===== config.mk =====
export PLATFORM = sky130hd
export DESIGN_NAME = hcmc_mode_ctrl
export DESIGN_NICKNAME = d
export VERILOG_FILES = /design/src/hcmc_end.sv /design/src/hcmc_pkg.sv /design/src/hcmc_strap_decode.sv /design/src/hcmc_i2c_target.sv /design/src/hcmc_mode_ctrl.sv
export SDC_FILE = /design/constraint.sdc
export NUM_CORES = 1
export LEC_CHECK = 0
export ABC_AREA = 1
export BUFFER_PORTS_ARGS = -buffer_cell sky130_fd_sc_hd__buf_2
export CORE_AREA = 2 2 138 140
export DETAILED_ROUTE_END_ITERATION = 8
export DIE_AREA = 0 0 140 142
export GPL_TIMING_DRIVEN = 0
export PLACE_DENSITY = 0.71
export SETUP_SLACK_MARGIN = 0.4
export SYNTH_ARGS = -nofsm -noshare
export SYNTH_HDL_FRONTEND = slang
export SYNTH_HIERARCHICAL = 1
export SYNTH_SLANG_ARGS = --single-unit

===== constraint.sdc =====
create_clock -name i_clk -period 3.6 [get_ports i_clk]
set_input_delay 0.72 -clock i_clk [delete_from_list [all_inputs] [get_ports i_clk]]
set_output_delay 0.72 -clock i_clk [all_outputs]
set_load 0.02 [all_outputs]

===== src/hcmc_end.sv =====
// Intentionally minimal: holds nothing.
`default_nettype none
`default_nettype wire


===== src/hcmc_pkg.sv =====
// Shared constants and types for the high-speed conditioner mode control.
// Assumes a single 100 MHz clock domain and inputs synchronous to it.
`default_nettype none
package hcmc_pkg;
  // Clock and timing
  localparam int CLK_PERIOD_NS   = 10;
  localparam int WAKE_SAMPLE_NS  = 1000; // Delay after shutdown release before sampling
  localparam int WAKE_SAMPLE_CYC = (WAKE_SAMPLE_NS + CLK_PERIOD_NS - 1) / CLK_PERIOD_NS;
  localparam int WAKE_CNT_W      = 8;

  // Serial target address (7 bit)
  localparam logic [6:0] TGT_ADDR = 7'h2C;

  // Register offsets
  localparam logic [7:0] OFS_EDGE   = 8'h01;
  localparam logic [7:0] OFS_CONFIG = 8'h03;
  localparam logic [7:0] OFS_STATIC = 8'h0E;
  localparam logic [7:0] OFS_RXGAIN = 8'h25;

  // Field positions
  localparam int EDGE_LVL_LSB   = 4;
  localparam int STATIC_LVL_LSB = 0;
  localparam int CFG_HOLD_BIT   = 0;

  // Reset values
  localparam logic [7:0] EDGE_RST       = 8'h00;
  localparam logic [3:0] EDGE_RSVD_RST  = 4'h0; // Hardware-set reserved nibble
  localparam logic [7:0] CONFIG_RST     = 8'h01;
  localparam logic [7:0] STATIC_RST     = 8'h00;
  localparam logic [3:0] STATIC_RSVD_RST = 4'h0;
  localparam logic [7:0] RXGAIN_RST     = 8'h00;
  localparam logic [7:0] UNMAPPED_RD    = 8'h00;

  // Strap decode tables
  localparam logic [3:0] EDGE_L0 = 4'h0;
  localparam logic [3:0] EDGE_L1 = 4'h3;
  localparam logic [3:0] EDGE_L2 = 4'h6;
  localparam logic [3:0] EDGE_L3 = 4'hA;
  localparam logic [3:0] STAT_L0 = 4'h0;
  localparam logic [3:0] STAT_L12 = 4'h2;
  localparam logic [3:0] STAT_L3 = 4'h6;
  localparam logic [7:0] RX_LOW  = 8'h00;
  localparam logic [7:0] RX_MID  = 8'h33;
  localparam logic [7:0] RX_HIGH = 8'h66;

  // Three-state receive gain strap code
  typedef enum logic [1:0] {
    RXS_LOW  = 2'h0,
    RXS_MID  = 2'h1,
    RXS_HIGH = 2'h2,
    RXS_RSVD = 2'h3
  } hcmc_rxs_t;

  // Line speed reported by the analog detector
  typedef enum logic [1:0] {
    SPD_NONE = 2'h0,
    SPD_LS   = 2'h1,
    SPD_FS   = 2'h2,
    SPD_HS   = 2'h3
  } hcmc_speed_t;

  // Compensation settings
  typedef struct packed {
    logic [3:0] edge_lvl;
    logic [3:0] static_lvl;
    logic [7:0] rx_gain;
  } hcmc_comp_t;

  // Register write request from the serial target
  typedef struct packed {
    logic       wr;
    logic [7:0] addr;
    logic [7:0] data;
  } hcmc_wreq_t;
endpackage : hcmc_pkg
`default_nettype wire


===== src/hcmc_strap_decode.sv =====
// Strap level decoder: boost level and receive gain straps to field values.
// Assumes the analog front end has already resolved pin resistance to codes.
`default_nettype none
module hcmc_strap_decode (
  input  wire logic [1:0]          i_boost_level, // Boost strap level 0..3
  input  wire logic [1:0]          i_rx_strap,    // Receive gain strap code
  output hcmc_pkg::hcmc_comp_t     o_comp        // Decoded settings
);
  // Edge level table
  function automatic logic [3:0] edge_of(input logic [1:0] lvl);
    case (lvl)
      2'd0:    edge_of = hcmc_pkg::EDGE_L0;
      2'd1:    edge_of = hcmc_pkg::EDGE_L1;
      2'd2:    edge_of = hcmc_pkg::EDGE_L2;
      default: edge_of = hcmc_pkg::EDGE_L3;
    endcase
  endfunction : edge_of

  // Static level table, levels one and two share a setting
  function automatic logic [3:0] static_of(input logic [1:0] lvl);
    case (lvl)
      2'd0:    static_of = hcmc_pkg::STAT_L0;
      2'd3:    static_of = hcmc_pkg::STAT_L3;
      default: static_of = hcmc_pkg::STAT_L12;
    endcase
  endfunction : static_of

  // Decode straps
  always_comb begin
    o_comp.edge_lvl   = edge_of(i_boost_level);
    o_comp.static_lvl = static_of(i_boost_level);
    case (i_rx_strap)
      hcmc_pkg::RXS_LOW:  o_comp.rx_gain = hcmc_pkg::RX_LOW;
      hcmc_pkg::RXS_HIGH: o_comp.rx_gain = hcmc_pkg::RX_HIGH;
      default:            o_comp.rx_gain = hcmc_pkg::RX_MID; // Unresolved reads as mid
    endcase
  end
endmodule : hcmc_strap_decode
`default_nettype wire


===== src/hcmc_i2c_target.sv =====
// Byte-oriented serial target: pointer write then data write or read.
// Assumes bus pins are sampled synchronously; clock far above the bus rate.
`default_nettype none
module hcmc_i2c_target (
  input  wire logic                  i_clk,      // System clock
  input  wire logic                  i_arst_n,   // Async reset, active low
  input  wire logic                  i_ce,       // Clock enable
  input  wire logic                  i_en,       // Target enabled
  input  wire logic                  i_scl,      // Bus clock level
  input  wire logic                  i_sda,      // Bus data level
  input  wire logic [7:0]            i_rdata,    // Read data at pointer
  output logic                       o_sda_oe_n, // Low while pulling data low
  output logic [7:0]                 o_ptr,      // Register pointer
  output hcmc_pkg::hcmc_wreq_t       o_wreq      // Write pulse
);
  typedef enum {I_IDLE, I_ADDR, I_AACK, I_WR, I_WACK, I_RD, I_RACK} hcmc_ist_t;
  hcmc_ist_t  st_reg;
  logic       scl_q, sda_q, rw_reg, first_reg, nack_reg;
  logic [3:0] cnt_reg;
  logic [7:0] sh_reg, tx_reg;
  logic       start_c, stop_c, rise_c, fall_c;

  // Bus event detection; any sample rate well above 400 kHz works
  assign start_c = scl_q & i_scl & sda_q & ~i_sda;
  assign stop_c  = scl_q & i_scl & ~sda_q & i_sda;
  assign rise_c  = ~scl_q & i_scl;
  assign fall_c  = scl_q & ~i_scl;

  // Protocol engine
  always_ff @(posedge i_clk or negedge i_arst_n) begin
    if (!i_arst_n) begin
      st_reg <= I_IDLE;
      scl_q <= 1'b1;
      sda_q <= 1'b1;
      rw_reg <= 1'b0;
      first_reg <= 1'b0;
      nack_reg <= 1'b0;
      cnt_reg <= 4'h0;
      sh_reg <= 8'h00;
      tx_reg <= 8'h00;
      o_sda_oe_n <= 1'b1;
      o_ptr <= 8'h00;
      o_wreq <= '0;
    end else if (i_ce) begin
      scl_q <= i_scl;
      sda_q <= i_sda;
      o_wreq.wr <= 1'b0;
      if (!i_en || stop_c) begin
        st_reg <= I_IDLE;
        o_sda_oe_n <= 1'b1;
      end else if (start_c) begin
        st_reg <= I_ADDR;
        cnt_reg <= 4'h0;
        first_reg <= 1'b1;
        o_sda_oe_n <= 1'b1;
      end else if (rise_c) begin
        if (st_reg == I_ADDR || st_reg == I_WR) begin
          sh_reg <= {sh_reg[6:0], i_sda};
          cnt_reg <= cnt_reg + 4'h1;
        end
        if (st_reg == I_RACK) begin
          nack_reg <= i_sda;
        end
      end else if (fall_c) begin
        case (st_reg)
          I_ADDR: if (cnt_reg == 4'h8) begin
            if (sh_reg[7:1] == hcmc_pkg::TGT_ADDR) begin
              o_sda_oe_n <= 1'b0;
              rw_reg <= sh_reg[0];
              st_reg <= I_AACK;
            end else begin
              st_reg <= I_IDLE;
            end
          end
          I_AACK, I_RACK: begin
            if (st_reg == I_RACK && nack_reg) begin
              o_sda_oe_n <= 1'b1;
              st_reg <= I_IDLE;
            end else if (rw_reg) begin
              tx_reg <= i_rdata;
              o_sda_oe_n <= i_rdata[7];
              cnt_reg <= 4'h1;
              st_reg <= I_RD;
            end else begin
              o_sda_oe_n <= 1'b1;
              cnt_reg <= 4'h0;
              st_reg <= I_WR;
            end
          end
          I_WR: if (cnt_reg == 4'h8) begin
            o_sda_oe_n <= 1'b0;
            st_reg <= I_WACK;
            if (first_reg) begin
              o_ptr <= sh_reg;
              first_reg <= 1'b0;
            end else begin
              o_wreq <= '{wr: 1'b1, addr: o_ptr, data: sh_reg};
              o_ptr <= o_ptr + 8'h01;
            end
          end
          I_WACK: begin
            o_sda_oe_n <= 1'b1;
            cnt_reg <= 4'h0;
            st_reg <= I_WR;
          end
          I_RD: begin
            if (cnt_reg == 4'h8) begin
              o_sda_oe_n <= 1'b1; // Release for controller acknowledge
              o_ptr <= o_ptr + 8'h01;
              st_reg <= I_RACK;
            end else begin
              o_sda_oe_n <= tx_reg[6];
              tx_reg <= {tx_reg[6:0], 1'b0};
              cnt_reg <= cnt_reg + 4'h1;
            end
          end
          default: ;
        endcase
      end
    end
  end
endmodule : hcmc_i2c_target
`default_nettype wire


===== src/hcmc_mode_ctrl.sv =====
// Mode control, strap capture and register bank of the signal conditioner.
// Assumes speed and fixture detection come from the analog front end as
// synchronous levels, and strap pins are resolved to codes beforehand.
`default_nettype none
module hcmc_mode_ctrl (
  input  wire logic       i_clk,                  // 100 MHz clock
  input  wire logic       i_arst_n,               // Async reset, active low
  input  wire logic       i_ce,                   // Clock enable
  input  wire logic       i_shutdown_n_input,     // Shutdown, active low
  input  wire logic [1:0] i_conn_speed,           // Detected line speed
  input  wire logic       i_fixture_det,          // Compliance fixture seen
  input  wire logic [1:0] i_boost_level,          // Boost strap level
  input  wire logic [1:0] i_receive_gain_strap,   // Three-state strap code
  input  wire logic       i_charge_port_enable_n, // Charge port enable, low
  input  wire logic       i_scl,                  // Bus clock level
  input  wire logic       i_sda,                  // Bus data level
  output logic            o_sda_out,              // Data drive level
  output logic            o_sda_oe_n,             // Low while driving data
  output logic            o_connect_indicator,    // Connect indicator
  output logic            o_hs_active_indicator,  // High-speed indicator
  output logic            o_comp_en,              // Compensation enable
  output logic            o_passthrough,          // Straight-through path
  output logic [3:0]      o_edge_level,           // Applied edge level
  output logic [3:0]      o_static_level,         // Applied static level
  output logic [7:0]      o_rx_gain,              // Applied receive gain
  output logic            o_charge_port_en,       // Charge controller enable
  output logic            o_serial_mode           // Serial target enabled
);
  typedef enum {ST_SHUT, ST_WAKE, ST_IDLE, ST_LS, ST_FS, ST_HS, ST_EYE} hcmc_st_t;

  hcmc_st_t                       st_reg, st_next;
  logic [hcmc_pkg::WAKE_CNT_W-1:0] wake_cnt_reg;
  logic                           was_hs_reg;
  logic                           wake_done;
  logic [7:0]                     edge_reg, cfg_reg, static_reg, rx_reg;
  logic [7:0]                     rdata_reg;
  logic [7:0]                     ptr;
  hcmc_pkg::hcmc_wreq_t           wreq;
  hcmc_pkg::hcmc_comp_t           strap_comp;
  logic                           hold;
  logic                           sda_oe_n_int;

  localparam logic [hcmc_pkg::WAKE_CNT_W-1:0] WAKE_LAST =
    hcmc_pkg::WAKE_CNT_W'(hcmc_pkg::WAKE_SAMPLE_CYC - 1);

  // Strap decoding
  hcmc_strap_decode u_strap (
    .i_boost_level (i_boost_level),
    .i_rx_strap    (i_receive_gain_strap),
    .o_comp        (strap_comp)
  );

  // Serial register access
  hcmc_i2c_target u_tgt (
    .i_clk      (i_clk),
    .i_arst_n   (i_arst_n),
    .i_ce       (i_ce),
    .i_en       (o_serial_mode),
    .i_scl      (i_scl),
    .i_sda      (i_sda),
    .i_rdata    (rdata_reg),
    .o_sda_oe_n (sda_oe_n_int),
    .o_ptr      (ptr),
    .o_wreq     (wreq)
  );

  // Configuration hold only counts when the serial path exists
  assign hold      = o_serial_mode & cfg_reg[hcmc_pkg::CFG_HOLD_BIT];
  assign wake_done = (st_reg == ST_WAKE) && (wake_cnt_reg == WAKE_LAST);

  // Mode sequencing
  always_comb begin
    st_next = st_reg;
    case (st_reg)
      ST_SHUT: st_next = ST_WAKE;
      ST_WAKE: if (wake_done) begin
        st_next = was_hs_reg ? ST_EYE : ST_IDLE;
      end
      ST_IDLE: begin
        if (i_fixture_det) begin
          st_next = ST_EYE;
        end else if (i_conn_speed == hcmc_pkg::SPD_HS) begin
          st_next = ST_HS;
        end else if (i_conn_speed == hcmc_pkg::SPD_FS) begin
          st_next = ST_FS;
        end else if (i_conn_speed == hcmc_pkg::SPD_LS) begin
          st_next = ST_LS;
        end
      end
      ST_LS: if (i_conn_speed != hcmc_pkg::SPD_LS) begin
        st_next = ST_IDLE;
      end
      ST_FS: begin
        if (i_conn_speed == hcmc_pkg::SPD_HS) begin
          st_next = ST_HS; // Chirp upgrades a full-speed link
        end else if (i_conn_speed != hcmc_pkg::SPD_FS) begin
          st_next = ST_IDLE;
        end
      end
      ST_HS: if (i_conn_speed != hcmc_pkg::SPD_HS) begin
        st_next = ST_IDLE;
      end
      ST_EYE: if (!i_fixture_det && i_conn_speed == hcmc_pkg::SPD_NONE) begin
        st_next = ST_IDLE;
      end
      default: st_next = ST_IDLE;
    endcase
    // Held configuration parks the machine; it restarts from idle on release
    if (hold && st_reg != ST_WAKE && st_reg != ST_SHUT) begin
      st_next = ST_IDLE;
    end
  end

  // State register; shutdown overrides everything
  always_ff @(posedge i_clk or negedge i_arst_n) begin
    if (!i_arst_n) begin
      st_reg <= ST_SHUT;
    end else if (i_ce) begin
      if (!i_shutdown_n_input) begin
        st_reg <= ST_SHUT;
      end else begin
        st_reg <= st_next;
      end
    end
  end

  // Remember high-speed operation across a shutdown pulse
  always_ff @(posedge i_clk or negedge i_arst_n) begin
    if (!i_arst_n) begin
      was_hs_reg <= 1'b0;
    end else if (i_ce) begin
      if (!i_shutdown_n_input) begin
        if (st_reg == ST_HS) begin
          was_hs_reg <= 1'b1;
        end
      end else if (st_reg != ST_SHUT && st_reg != ST_WAKE) begin
        was_hs_reg <= 1'b0;
      end
    end
  end

  // Settle delay after leaving shutdown before straps are sampled
  always_ff @(posedge i_clk or negedge i_arst_n) begin
    if (!i_arst_n) begin
      wake_cnt_reg <= '0;
    end else if (i_ce) begin
      if (st_reg == ST_WAKE) begin
        wake_cnt_reg <= wake_cnt_reg + 1'b1;
      end else begin
        wake_cnt_reg <= '0;
      end
    end
  end

  // Serial mode latched from both bus lines at the sample point
  always_ff @(posedge i_clk or negedge i_arst_n) begin
    if (!i_arst_n) begin
      o_serial_mode <= 1'b0;
    end else if (i_ce) begin
      if (st_reg == ST_SHUT) begin
        o_serial_mode <= 1'b0;
      end else if (wake_done) begin
        o_serial_mode <= i_scl & i_sda;
      end
    end
  end

  // Register bank: strap load at wake, serial writes otherwise
  always_ff @(posedge i_clk or negedge i_arst_n) begin
    if (!i_arst_n) begin
      edge_reg   <= {hcmc_pkg::EDGE_RST[7:4], hcmc_pkg::EDGE_RSVD_RST};
      cfg_reg    <= hcmc_pkg::CONFIG_RST;
      static_reg <= {hcmc_pkg::STATIC_RSVD_RST, hcmc_pkg::STATIC_RST[3:0]};
      rx_reg     <= hcmc_pkg::RXGAIN_RST;
    end else if (i_ce) begin
      if (wake_done) begin
        edge_reg[7:hcmc_pkg::EDGE_LVL_LSB] <= strap_comp.edge_lvl;
        edge_reg[3:0] <= hcmc_pkg::EDGE_RSVD_RST;
        static_reg[hcmc_pkg::STATIC_LVL_LSB+:4] <= strap_comp.static_lvl;
        rx_reg <= strap_comp.rx_gain;
        cfg_reg <= hcmc_pkg::CONFIG_RST;
      end else if (wreq.wr) begin
        // Unlisted offsets are not stored
        case (wreq.addr)
          hcmc_pkg::OFS_EDGE:   edge_reg   <= wreq.data;
          hcmc_pkg::OFS_CONFIG: cfg_reg    <= wreq.data;
          hcmc_pkg::OFS_STATIC: static_reg <= wreq.data;
          hcmc_pkg::OFS_RXGAIN: rx_reg     <= wreq.data;
          default: ;
        endcase
      end
    end
  end

  // Read data for the pointer, one cycle behind it, far ahead of the bus
  always_ff @(posedge i_clk or negedge i_arst_n) begin
    if (!i_arst_n) begin
      rdata_reg <= hcmc_pkg::UNMAPPED_RD;
    end else if (i_ce) begin
      case (ptr)
        hcmc_pkg::OFS_EDGE:   rdata_reg <= edge_reg;
        hcmc_pkg::OFS_CONFIG: rdata_reg <= cfg_reg;
        hcmc_pkg::OFS_STATIC: rdata_reg <= static_reg;
        hcmc_pkg::OFS_RXGAIN: rdata_reg <= rx_reg;
        default:              rdata_reg <= hcmc_pkg::UNMAPPED_RD;
      endcase
    end
  end

  // Applied settings follow the registers only outside configuration mode,
  // so a half-edited set never reaches the booster
  always_ff @(posedge i_clk or negedge i_arst_n) begin
    if (!i_arst_n) begin
      o_edge_level   <= hcmc_pkg::EDGE_RST[7:4];
      o_static_level <= hcmc_pkg::STATIC_RST[3:0];
      o_rx_gain      <= hcmc_pkg::RXGAIN_RST;
    end else if (i_ce && !hold && st_reg != ST_WAKE) begin
      o_edge_level   <= edge_reg[7:hcmc_pkg::EDGE_LVL_LSB];
      o_static_level <= static_reg[hcmc_pkg::STATIC_LVL_LSB+:4];
      o_rx_gain      <= rx_reg;
    end
  end

  // Indicators and compensation per mode
  always_ff @(posedge i_clk or negedge i_arst_n) begin
    if (!i_arst_n) begin
      o_connect_indicator   <= 1'b0;
      o_hs_active_indicator <= 1'b0;
      o_comp_en             <= 1'b0;
      o_passthrough         <= 1'b1;
    end else if (i_ce) begin
      o_passthrough <= (st_next == ST_SHUT) || !i_shutdown_n_input;
      if (!i_shutdown_n_input) begin
        o_connect_indicator   <= 1'b0;
        o_hs_active_indicator <= 1'b0;
        o_comp_en             <= 1'b0;
      end else begin
        case (st_next)
          ST_LS, ST_FS: begin
            o_connect_indicator   <= 1'b1;
            o_hs_active_indicator <= 1'b0;
            o_comp_en             <= 1'b0;
          end
          ST_HS: begin
            o_connect_indicator   <= 1'b1;
            o_hs_active_indicator <= 1'b1;
            o_comp_en             <= 1'b1;
          end
          ST_EYE: begin
            o_connect_indicator   <= 1'b0;
            o_hs_active_indicator <= 1'b1;
            o_comp_en             <= 1'b1;
          end
          default: begin
            o_connect_indicator   <= 1'b0;
            o_hs_active_indicator <= 1'b0;
            o_comp_en             <= 1'b0;
          end
        endcase
      end
    end
  end

  // Charge port enable and open-drain data pin
  always_ff @(posedge i_clk or negedge i_arst_n) begin
    if (!i_arst_n) begin
      o_charge_port_en <= 1'b0;
      o_sda_out        <= 1'b0;
      o_sda_oe_n       <= 1'b1;
    end else if (i_ce) begin
      o_charge_port_en <= ~i_charge_port_enable_n;
      o_sda_out        <= 1'b0; // Open drain only ever pulls low
      o_sda_oe_n       <= sda_oe_n_int;
    end
  end
endmodule : hcmc_mode_ctrl
`default_nettype wire


Word-level counts from Yosys, hierarchy flattened

Cells that the tools add are included.

Add/sub/neg operators: 3
Equal/unequal tests: 58
Mux-type cells: 89
Bitwise logic cells: 19
Reductions and logical operators: 58

Operators by type and width:

| operator            | count |
|---|---|
| $mux 32             | 20 |
| $eq 32x3->1 const B | 10 |
| $eq 32x2->1 const B | 7 |
| $pmux 32 s7         | 1 |
| $pmux 32 s5         | 1 |
| $mux 17             | 7 |
| $mux 8              | 13 |
| $logic_not 32->1    | 3 |
| $eq 32x1->1 const B | 2 |
| $eq 32x4->1 const B | 2 |
| $mux 4              | 9 |
| $ne 32x2->1 const B | 1 |
| $pmux 8 s4          | 1 |
| $reduce_bool 32->1  | 1 |
| $pmux 7 s2          | 2 |
| $mux 1              | 24 |
| $pmux 4 s3          | 2 |
| $reduce_and 8->1    | 3 |
| $reduce_bool 2->1   | 12 |
| $mux 7              | 3 |
| $reduce_and 7->1    | 3 |
| $add 8x1->8 const B | 2 |
| $eq 8x1->1 const B  | 2 |
| $eq 8x2->1 const B  | 2 |
| 35 further kinds    | 94 |

Bits in registers: 185
Input bits: 14
Output and inout port bits: 24
Word-level logic and storage cells: 259

Depth between registers and ports, before layout

Gate-level depths: netlist (run 1).

Depth after elaboration: 11
Depth in mapped cells: 16

Cells and area by module

The synthesis (run 1) kept the hierarchy.

Modules (own cells, without submodules):

| module            | times used | cells each | area an instance (um^2) | seq. area each (um^2) |
|---|---|---|---|---|
| hcmc_mode_ctrl    | 1          | 616        | 4,922.2                 | 2,581.2 |
| hcmc_i2c_target   | 1          | 390        | 3,086.7                 | 1,330.0 |
| hcmc_strap_decode | 1          | 22         | 116.4                   | 0.0 |

Least setup slack after synthesis (run 1)

No wires, ideal clock.

Kind: flip-flop to flip-flop
Start: register wake_cnt_reg[0] (netlist name)
End: register static_reg[4]
Data arrival time: 1.703 ns
Required time: 3.475 ns
Slack: 1.772 ns
Cell stages (with the launch flop): 8
Path buffers: 1
Cell sequence: dfrtp_1 > ha_1 > inv_1 > nor3_1 > nand2_4 > buf_4 > nand3b_1 > mux2_2

Longest elaborated chain between the ends: 4

RTL lines:

| element                         | line                  | RTL |
|---|---|---|
| from (decl)                     | hcmc_mode_ctrl.sv:32  | `logic [hcmc_pkg::WAKE_CNT_W-1:0] wake_cnt_reg;` |
| from (signal assigned)          | hcmc_mode_ctrl.sv:148 | `wake_cnt_reg <= wake_cnt_reg + 1'b1;` |
| $eq 8x7->1                      | hcmc_mode_ctrl.sv:69  | `assign wake_done = (st_reg == ST_WAKE) && (wake_cnt_reg == WAKE_LAST);` |
| $logic_and 1x1->1               | hcmc_mode_ctrl.sv:69  |  |
| $not 1->1 (no line)             | --                    |  |
| $reduce_and 4->1 (no line)      | --                    |  |
| to (signal assigned)            | hcmc_mode_ctrl.sv:173 | `static_reg <= {hcmc_pkg::STATIC_RSVD_RST, hcmc_pkg::STATIC_RST[3:0]};` |
| to (signal, indexed assignment) | hcmc_mode_ctrl.sv:179 | `static_reg[hcmc_pkg::STATIC_LVL_LSB+:4] <= strap_comp.static_lvl;` |
| to (signal assigned)            | hcmc_mode_ctrl.sv:187 | `hcmc_pkg::OFS_STATIC: static_reg <= wreq.data;` |
| to (decl)                       | hcmc_mode_ctrl.sv:35  | `logic [7:0] edge_reg, cfg_reg, static_reg, rx_reg;` |

No other way between the ends.
A chain may end at the register's enable or synchronous reset.

==> results.md, run 1 <==
* Max VDD drop at 0.000323 V
* Crit path DAT at around 2.5 ns
* Depth of the CTS H-tree at 4
* TritonCTS clock tree: yes
* CTS Root Cell: clkbuf_16
* Post-layout util at 0.499
* Endpoints failing hold at 0
* Die H at between 100 and 150 um
* Top delay family on crit path: simple AND/OR/NAND/NOR gates
* Fin crit share at 0.623
* Routed vias/inst at between 5 and 6
* Vias in the first global route at 6,294
* Register area share after synthesis at 0.481
* Syn avg cell area at about 8 um2
* Clock transition at the registers of the reported paths at about 0.070 ns
* Pre-antenna DRT Iters at 7
* Initial antenna violation count at 0
* Core ar. at about 0.018 mm2
* Layout cells sized above 1 at 0.165
* Yosys cell types at 48
* Post-Synthesis Cells at around 1,000
* Max Buffers Root-to-Sink at 2
* IO buf count at 36
* Accumulated negative setup slack at 0 ns
* Initial DRC Count at 427
* Row count at 50
* Ys async rst share at 1.00
* Clk_lat worst skew at between 0.4 and 0.5 ns
* Relative slew slack at 0.445
* Post-CTS Hold Fix Bufs at 0
* Global Route Usage Sum at 0.195
* RSZ-0062 raised after global routing: false
* PostCTS Resize Cnt at 0
* Crit Path Max Fanout at 10
* Net count, final at roughly 1,100
* Fillers at 1,739
* WL final at between 15,000 and 20,000 um
* Cell Area, Synth at around 0.008 mm2
* Die Wd at 140 um
* Pwr Density at just over 500 mW/mm2
* Overall Power at approximately 4.7 mW
* Largest net degree at the start of global routing at 94
* GRT overflow at 0
* Post-route minimum period at about 2.2 ns
* Setup bufs post-CTS at 0
* CP endpoint kind: flip-flop
* Clk sinks at 156
* Routed via count at around 6,700
* Clock Skews at between 0.01 and 0.015 ns
* # DRC at 0
* Max Cap Violations at 0
* FMAX at between 400 and 500 MHz
* Starting Density at 0.440
* IO Pins at 38
* Run status: completed
* Hold WS at approximately 0.24 ns
* Yosys Warn Count at 6
* Setup violators final at 0
* Worst stage delay on the critical path at approximately 0.38 ns
* Post-DR wirelength/cell at roughly 14 um
* Main synth FF type: dfrtp_1
* Final ANT Viol Nets at 0
* Post-DP HPWL at 13,500 um
* Hold crit path type: in -> async
* Critical path's slowest cell: dfrtp_1
* Num CTS Buffers at 17
* WP data required at between 3 and 4 ns
* CP startpoint kind: flip-flop
* Placed cell area at approximately 0.0087 mm2
* Setup CP Type: reg -> reg
* Post-synth EDFFs at 0
* Synth-to-layout area growth at 13.4%
* GPL Wtd Cong at 0.895
* CP Buf/Inv Count at 1
* Largest register FFs at 32
* Die area at about 0.020 mm2
* Most frequent CP cell: nor2_1
* N_diodes at 0
* Worst-Margin Slew at around 0.83 ns
* First-pass GRT wire length at just over 30,000 um
* Critical path cell sequence: nor2_1 -> nand2_1 -> nor2_1 -> nand3_1 -> nor2_4 -> nor2_1 -> nand2_2 -> clkbuf_1 -> o21ai_0
* Fin area at slightly above 0.009 mm2
* Leakage at around 4.7 nW
* Fin. max-slew vios at 0
* Register bit total from synthesis at 156
-- area by class of cell --
class	count	area, um2	area share
plain buffers	37	282	0.0305
clock buffers	20	457	0.0495
clock inverters	11	109	0.0118
inverters	121	460	0.0500
multi-input cells	717	3480	0.378
flip-flops and latches	156	3910	0.424
well taps	234	293	0.0318
repair buffers	38	223	0.0242
-- cells in the mapped netlist, types with 5 or more instances --
master / n / share of area
inv_2: 9 / 0.0042
mux2_2: 8 / 0.011
o21ai_1: 19 / 0.012
a21oi_1: 30 / 0.018
nand2_1: 303 / 0.14
dfstp_2: 6 / 0.019
dfrtp_1: 150 / 0.46
nand2_4: 6 / 0.0083
buf_6: 12 / 0.017
inv_1: 109 / 0.050
nand2_2: 13 / 0.010
o21ai_0: 44 / 0.027
a31oi_1: 5 / 0.0038
clkbuf_1: 6 / 0.0028
nor2_2: 5 / 0.0038
nand4_1: 16 / 0.012
nand3_1: 52 / 0.032
o21ai_2: 20 / 0.022
nor4_1: 5 / 0.0038
buf_4: 13 / 0.012
nor2_1: 134 / 0.062
nor3_1: 7 / 0.0043
-- report_power, final --
part           switching, mW  internal, mW
clock network          0.754         0.993
registers             0.0988          1.89
logic                  0.616         0.303
-- path summary, 6_finish.rpt --
kind                            startpoint             end  slack, ns  depth (start not counted)
worst max-delay path            st_reg[23]    o_rx_gain[3]       1.36                          9
worst min-delay path              i_arst_n  u_tgt/nack_reg       0.24                          1
worst max register to register  st_reg[23]    o_rx_gain[3]       1.36                          9
worst min register to register  o_sda_oe_n      o_sda_oe_n       0.47                          2
max in group asynchronous         i_arst_n      cfg_reg[0]       2.55                          2
min in group i_clk              o_sda_oe_n      o_sda_oe_n       0.47                          2
-- metal layers --
metal | wire [um] | track usage
met5 | 0 | 0
met3 | 764 | 0.0363
met4 | 410 | 0.0670
met2 | 8910 | 0.320
met1 | 8740 | 0.264
-- cell usage in the layout (no fill, tap or decap), types with 5 or more instances in the layout --
master     synthesis  final
nand2_1          303    303
nand2_2           13     13
nand4_1           16     16
clkbuf_16          0     17
nor2_2             5      5
nand2_4            6      6
o21ai_2           20     20
dfrtp_1          150    150
inv_1            109    109
nor4_1             5      5
nor3_1             7      7
o21ai_1           19     19
nand3_1           52     52
buf_2              3     39
buf_4             13     13
nor2_1           134    134
buf_6             12     12
mux2_2             8      8
clkbuf_1           6      7
o21ai_0           44     44
a31oi_1            5      5
conb_1             2      5
dfstp_2            6      6
a21oi_1           30     30
inv_2              9      9
-- logic make-up (layout without fill, tap and decap cells) --
| family | count (synthesis) | in the layout | share of synthesized area |
|---|---|---|---|
| compound gates | 136 | 136 | 0.102 |
| xor+xnor | 5 | 5 | 0.00539 |
| fa+ha+maj | 4 | 4 | 0.00616 |
| buf+inv | 158 | 227 | 0.0913 |
| flops | 156 | 156 | 0.481 |
| mux | 8 | 8 | 0.0111 |
| other cells | 2 | 5 | 0.000924 |
| simple gates | 559 | 559 | 0.302 |
-- through the flow --
stage / std cells / setup WS (ns)
after CTS: 1334 / 1.31
after global placement: 1301 / -0.581
after floorplan: 1031 / 1.77
final: 1334 / 1.36
after detailed placement: 1303 / 1.07
after global routing: 1334 / 1.10
Note: power is estimated with default switching activity, not from simulation.
==> run 2: changes to the inputs <==
==> constraint.sdc (replaced) <==
create_clock -name i_clk -period 2.2 [get_ports i_clk]
set_input_delay 0.44 -clock i_clk [delete_from_list [all_inputs] [get_ports i_clk]]
set_output_delay 0.44 -clock i_clk [all_outputs]
set_load 0.02 [all_outputs]
==> run 2 against run 1 <==
The run now ends with DRC, hold timing left. Sequential cell count unchanged. Critical path depth increased by 4. Routed wire length increased by 16%. Global-route usage increased by 1.5 points. Cell area increased by 12%. Largest power group unchanged. Highest routed layer unchanged.
==> results.md, run 2 (synthesis gave the netlist of run 1 again) <==
* Largest register FFs at 32 (unchanged)
* Max VDD drop at 0.000822 V (+150%)
* Max Cap Violations at 0 (unchanged)
* Failing checks: DRC, hold timing
* Net count, final at 1,154 (+4.3%)
* Worst-Margin Slew at 0.634 ns (-0.191 ns)
* Die H at 142 um (unchanged)
* Die area at 0.0199 mm2 (unchanged)
* Hold crit path type: in -> async
* R2r setup slk at 0.22 ns (-1.14 ns)
* Most frequent CP cell: nand2_1
* # DRC at 2 (+2)
* Leakage at 5.22 nW (+9.9%)
* GPL Wtd Cong at 0.889 (-0.68%)
* Critical path's slowest cell: dfrtp_1
* R2r endpoint: o_connect_indicator
* Worst stage delay on the critical path at 0.39 ns (about the same)
* Post-DR wirelength/cell at 15.8 um (+12%)
* Relative slew slack at 0.577 (+0.133)
* Routed via count at 7,339 (+9.5%)
* Depth of the CTS H-tree at 4 (unchanged)
* Die Wd at 140 um (unchanged)
* Starting Density at 0.440 (unchanged)
* CP Buf/Inv Count at 2 (+1)
* Overall Power at 8.10 mW (+74%)
* Endpoints failing hold at 4 (+4)
* Commonest non-fill, non-tap cells in the layout: nand2_1, dfrtp_1, inv_1
* Global Route Usage Sum at 0.210 (+0.0148)
* First-pass GRT wire length at 33,400 um (+7.6%)
* Largest net degree at the start of global routing at 93 (-1.1%)
* Clk sinks at 156 (unchanged)
* Fin crit share at 0.901 (+0.279)
* CP startpoint kind: flip-flop
* Pre-antenna DRT Iters at 7 (unchanged)
* Final ANT Viol Nets at 0 (unchanged)
* IO Pins at 38 (unchanged)
* Top delay family on crit path: simple AND/OR/NAND/NOR gates
* GRT overflow at 0 (unchanged)
* Clock Skews at 0.0116 ns (+0.000898 ns)
* FMAX at 504 MHz (+13%)
* CTS Root Cell: clkbuf_16
* Accumulated negative setup slack at 0 ns (unchanged)
* Initial antenna violation count at 0 (unchanged)
* Initial DRC Count at 616 (+44%)
* R2R depth at 13 (+4)
* Hold WS at -0.00938 ns (-0.248 ns)
* Post-route minimum period at 1.98 ns (-0.259 ns)
* Setup CP Type: reg -> reg
* Crit path DAT at 2.34 ns (-0.19 ns)
* N_diodes at 0 (unchanged)
* Setup violators final at 0 (unchanged)
* Critical path cell sequence: nor2_2 -> buf_4 -> nand4_1 -> nor2_4 -> buf_6 -> nand4_1 -> nand3_2 -> nor2_1 -> nor2_1 -> nand2_1 -> nand2_1 -> nand2_1 -> nand2_1
* Core ar. at 0.0185 mm2 (unchanged)
* Row count at 50 (unchanged)
* Max Buffers Root-to-Sink at 2 (unchanged)
* Num CTS Buffers at 17 (unchanged)
* WL final at 21,900 um (+16%)
* RSZ-0062 raised after global routing: true
* TritonCTS clock tree: yes
* Post-CTS Hold Fix Bufs at 0 (unchanged)
* Final WS setup at 0.217 ns (-1.14 ns)
* DP Worst Slack at -0.132 ns (-1.21 ns)
* CP endpoint kind: flip-flop
* Commonest non-fill, non-tap cell in the layout: nand2_1
* IO buf count at 36 (unchanged)
* Fin. max-slew vios at 0 (unchanged)
* Fillers at 1,560 (-10%)
* Clk_lat worst skew at 0.43 ns (about the same)
* Clock transition at the registers of the reported paths at 0.06 ns (about the same)
* Routed vias/inst at 5.31 (+5.6%)
* Reg2reg start: st_reg[27]
* Layout cells sized above 1 at 0.287 (+0.123)
* WP data required at 2.56 ns (-1.33 ns)
* Run status: complete, but fails checks
* Vias in the first global route at 6,734 (+7.0%)
* Synth-to-layout area growth at 27.1%
* Post-DP HPWL at 13,500 um (+0.50%)
* Pwr Density at 784 mW/mm2 (+55%)
* Crit Path Max Fanout at 5 (-5)
-- run 2: cell count changes in the layout (fill, tap and decap cells not counted), moves of 9 or more --
cell / change
a21oi_1: -10
a21oi_2: +10
buf_4: +30
buf_6: +14
nand2_1: -29
nand2_2: +18
nand2_4: +10
nor2_1: -31
nor2_2: +16
nor2_4: +16
o21ai_2: +9
-- run 2: repair_timing --
action,CTS,global route
gates cloned,4,3
buffers inserted,23,19
resized for setup,75,112
pin swaps,16,20
endpoints found under the setup margin,75,92
hold endpoints to repair,0,0
-- run 2: metrics by stage --
| step | utilization | hold slack, ns | instance area [um2] | cells |
|---|---|---|---|---|
| 4_1_cts | 0.529 | 0.0173 | 9760 | 1361 |
| 3_5_place_dp | 0.469 | 0.458 | 8660 | 1302 |
| 6_report | 0.560 | -0.00938 | 10300 | 1383 |
| 5_1_grt | 0.560 | 0.0437 | 10300 | 1383 |
| 2_1_floorplan | - | 0.144 | 8150 | 1031 |
| 3_3_place_gp | 0.467 | 0.454 | 8620 | 1301 |
-- run 2: metal layers --
metal	share of wire	wire (um)	vias to the layer above	GRT usage
met3	0.059	1280	57	0.0414
met4	0.028	606	0	0.0622
met5	0	0	-	0
met2	0.49	10700	289	0.349
li1	-	-	3467	-
met1	0.42	9270	3526	0.282
-- run 2: how the worst max path moves through the flow --
stage	start	endpoint	slack (ns)	cells past startpoint
2_1_floorplan	st_reg[26]	static_reg[4]	0.40	9
3_3_place_gp	i_arst_n	u_tgt/o_ptr[4]	-1.68	1
3_5_place_dp	u_tgt/o_ptr[6]	rdata_reg[6]	-0.13	7
4_1_cts	st_reg[31]	rx_reg[2]	0.27	12
5_1_grt	st_reg[27]	o_connect_indicator	0.08	13
6_report	st_reg[27]	o_connect_indicator	0.22	13
-- run 2: layout make-up --
type / instances / area, um2 / area share
inverters: 121 / 467 / 0.0452
clock buffers: 19 / 433 / 0.0419
clock inverters: 13 / 168 / 0.0162
flip-flops and latches: 156 / 3920 / 0.379
multi-input cells: 718 / 4030 / 0.390
repair buffers: 85 / 686 / 0.0664
well taps: 234 / 293 / 0.0284
plain buffers: 37 / 337 / 0.0326
-- run 2: power breakdown --
group	total, mW	switching [mW]	internal [mW]
logic	1.79	1.11	0.678
clock network	3.04	1.24	1.79
registers	3.28	0.177	3.10
-- run 2: worst register-to-register path, cell delays in order (launching register included) --
cell and delay (ns):
dfrtp_1 0.39, nor2_2 0.14, buf_4 0.12, nand4_1 0.20
nor2_4 0.23, buf_6 0.14, nand4_1 0.15, nand3_2 0.14
nor2_1 0.06, nor2_1 0.09, nand2_1 0.07, nand2_1 0.07
nand2_1 0.06, nand2_1 0.06
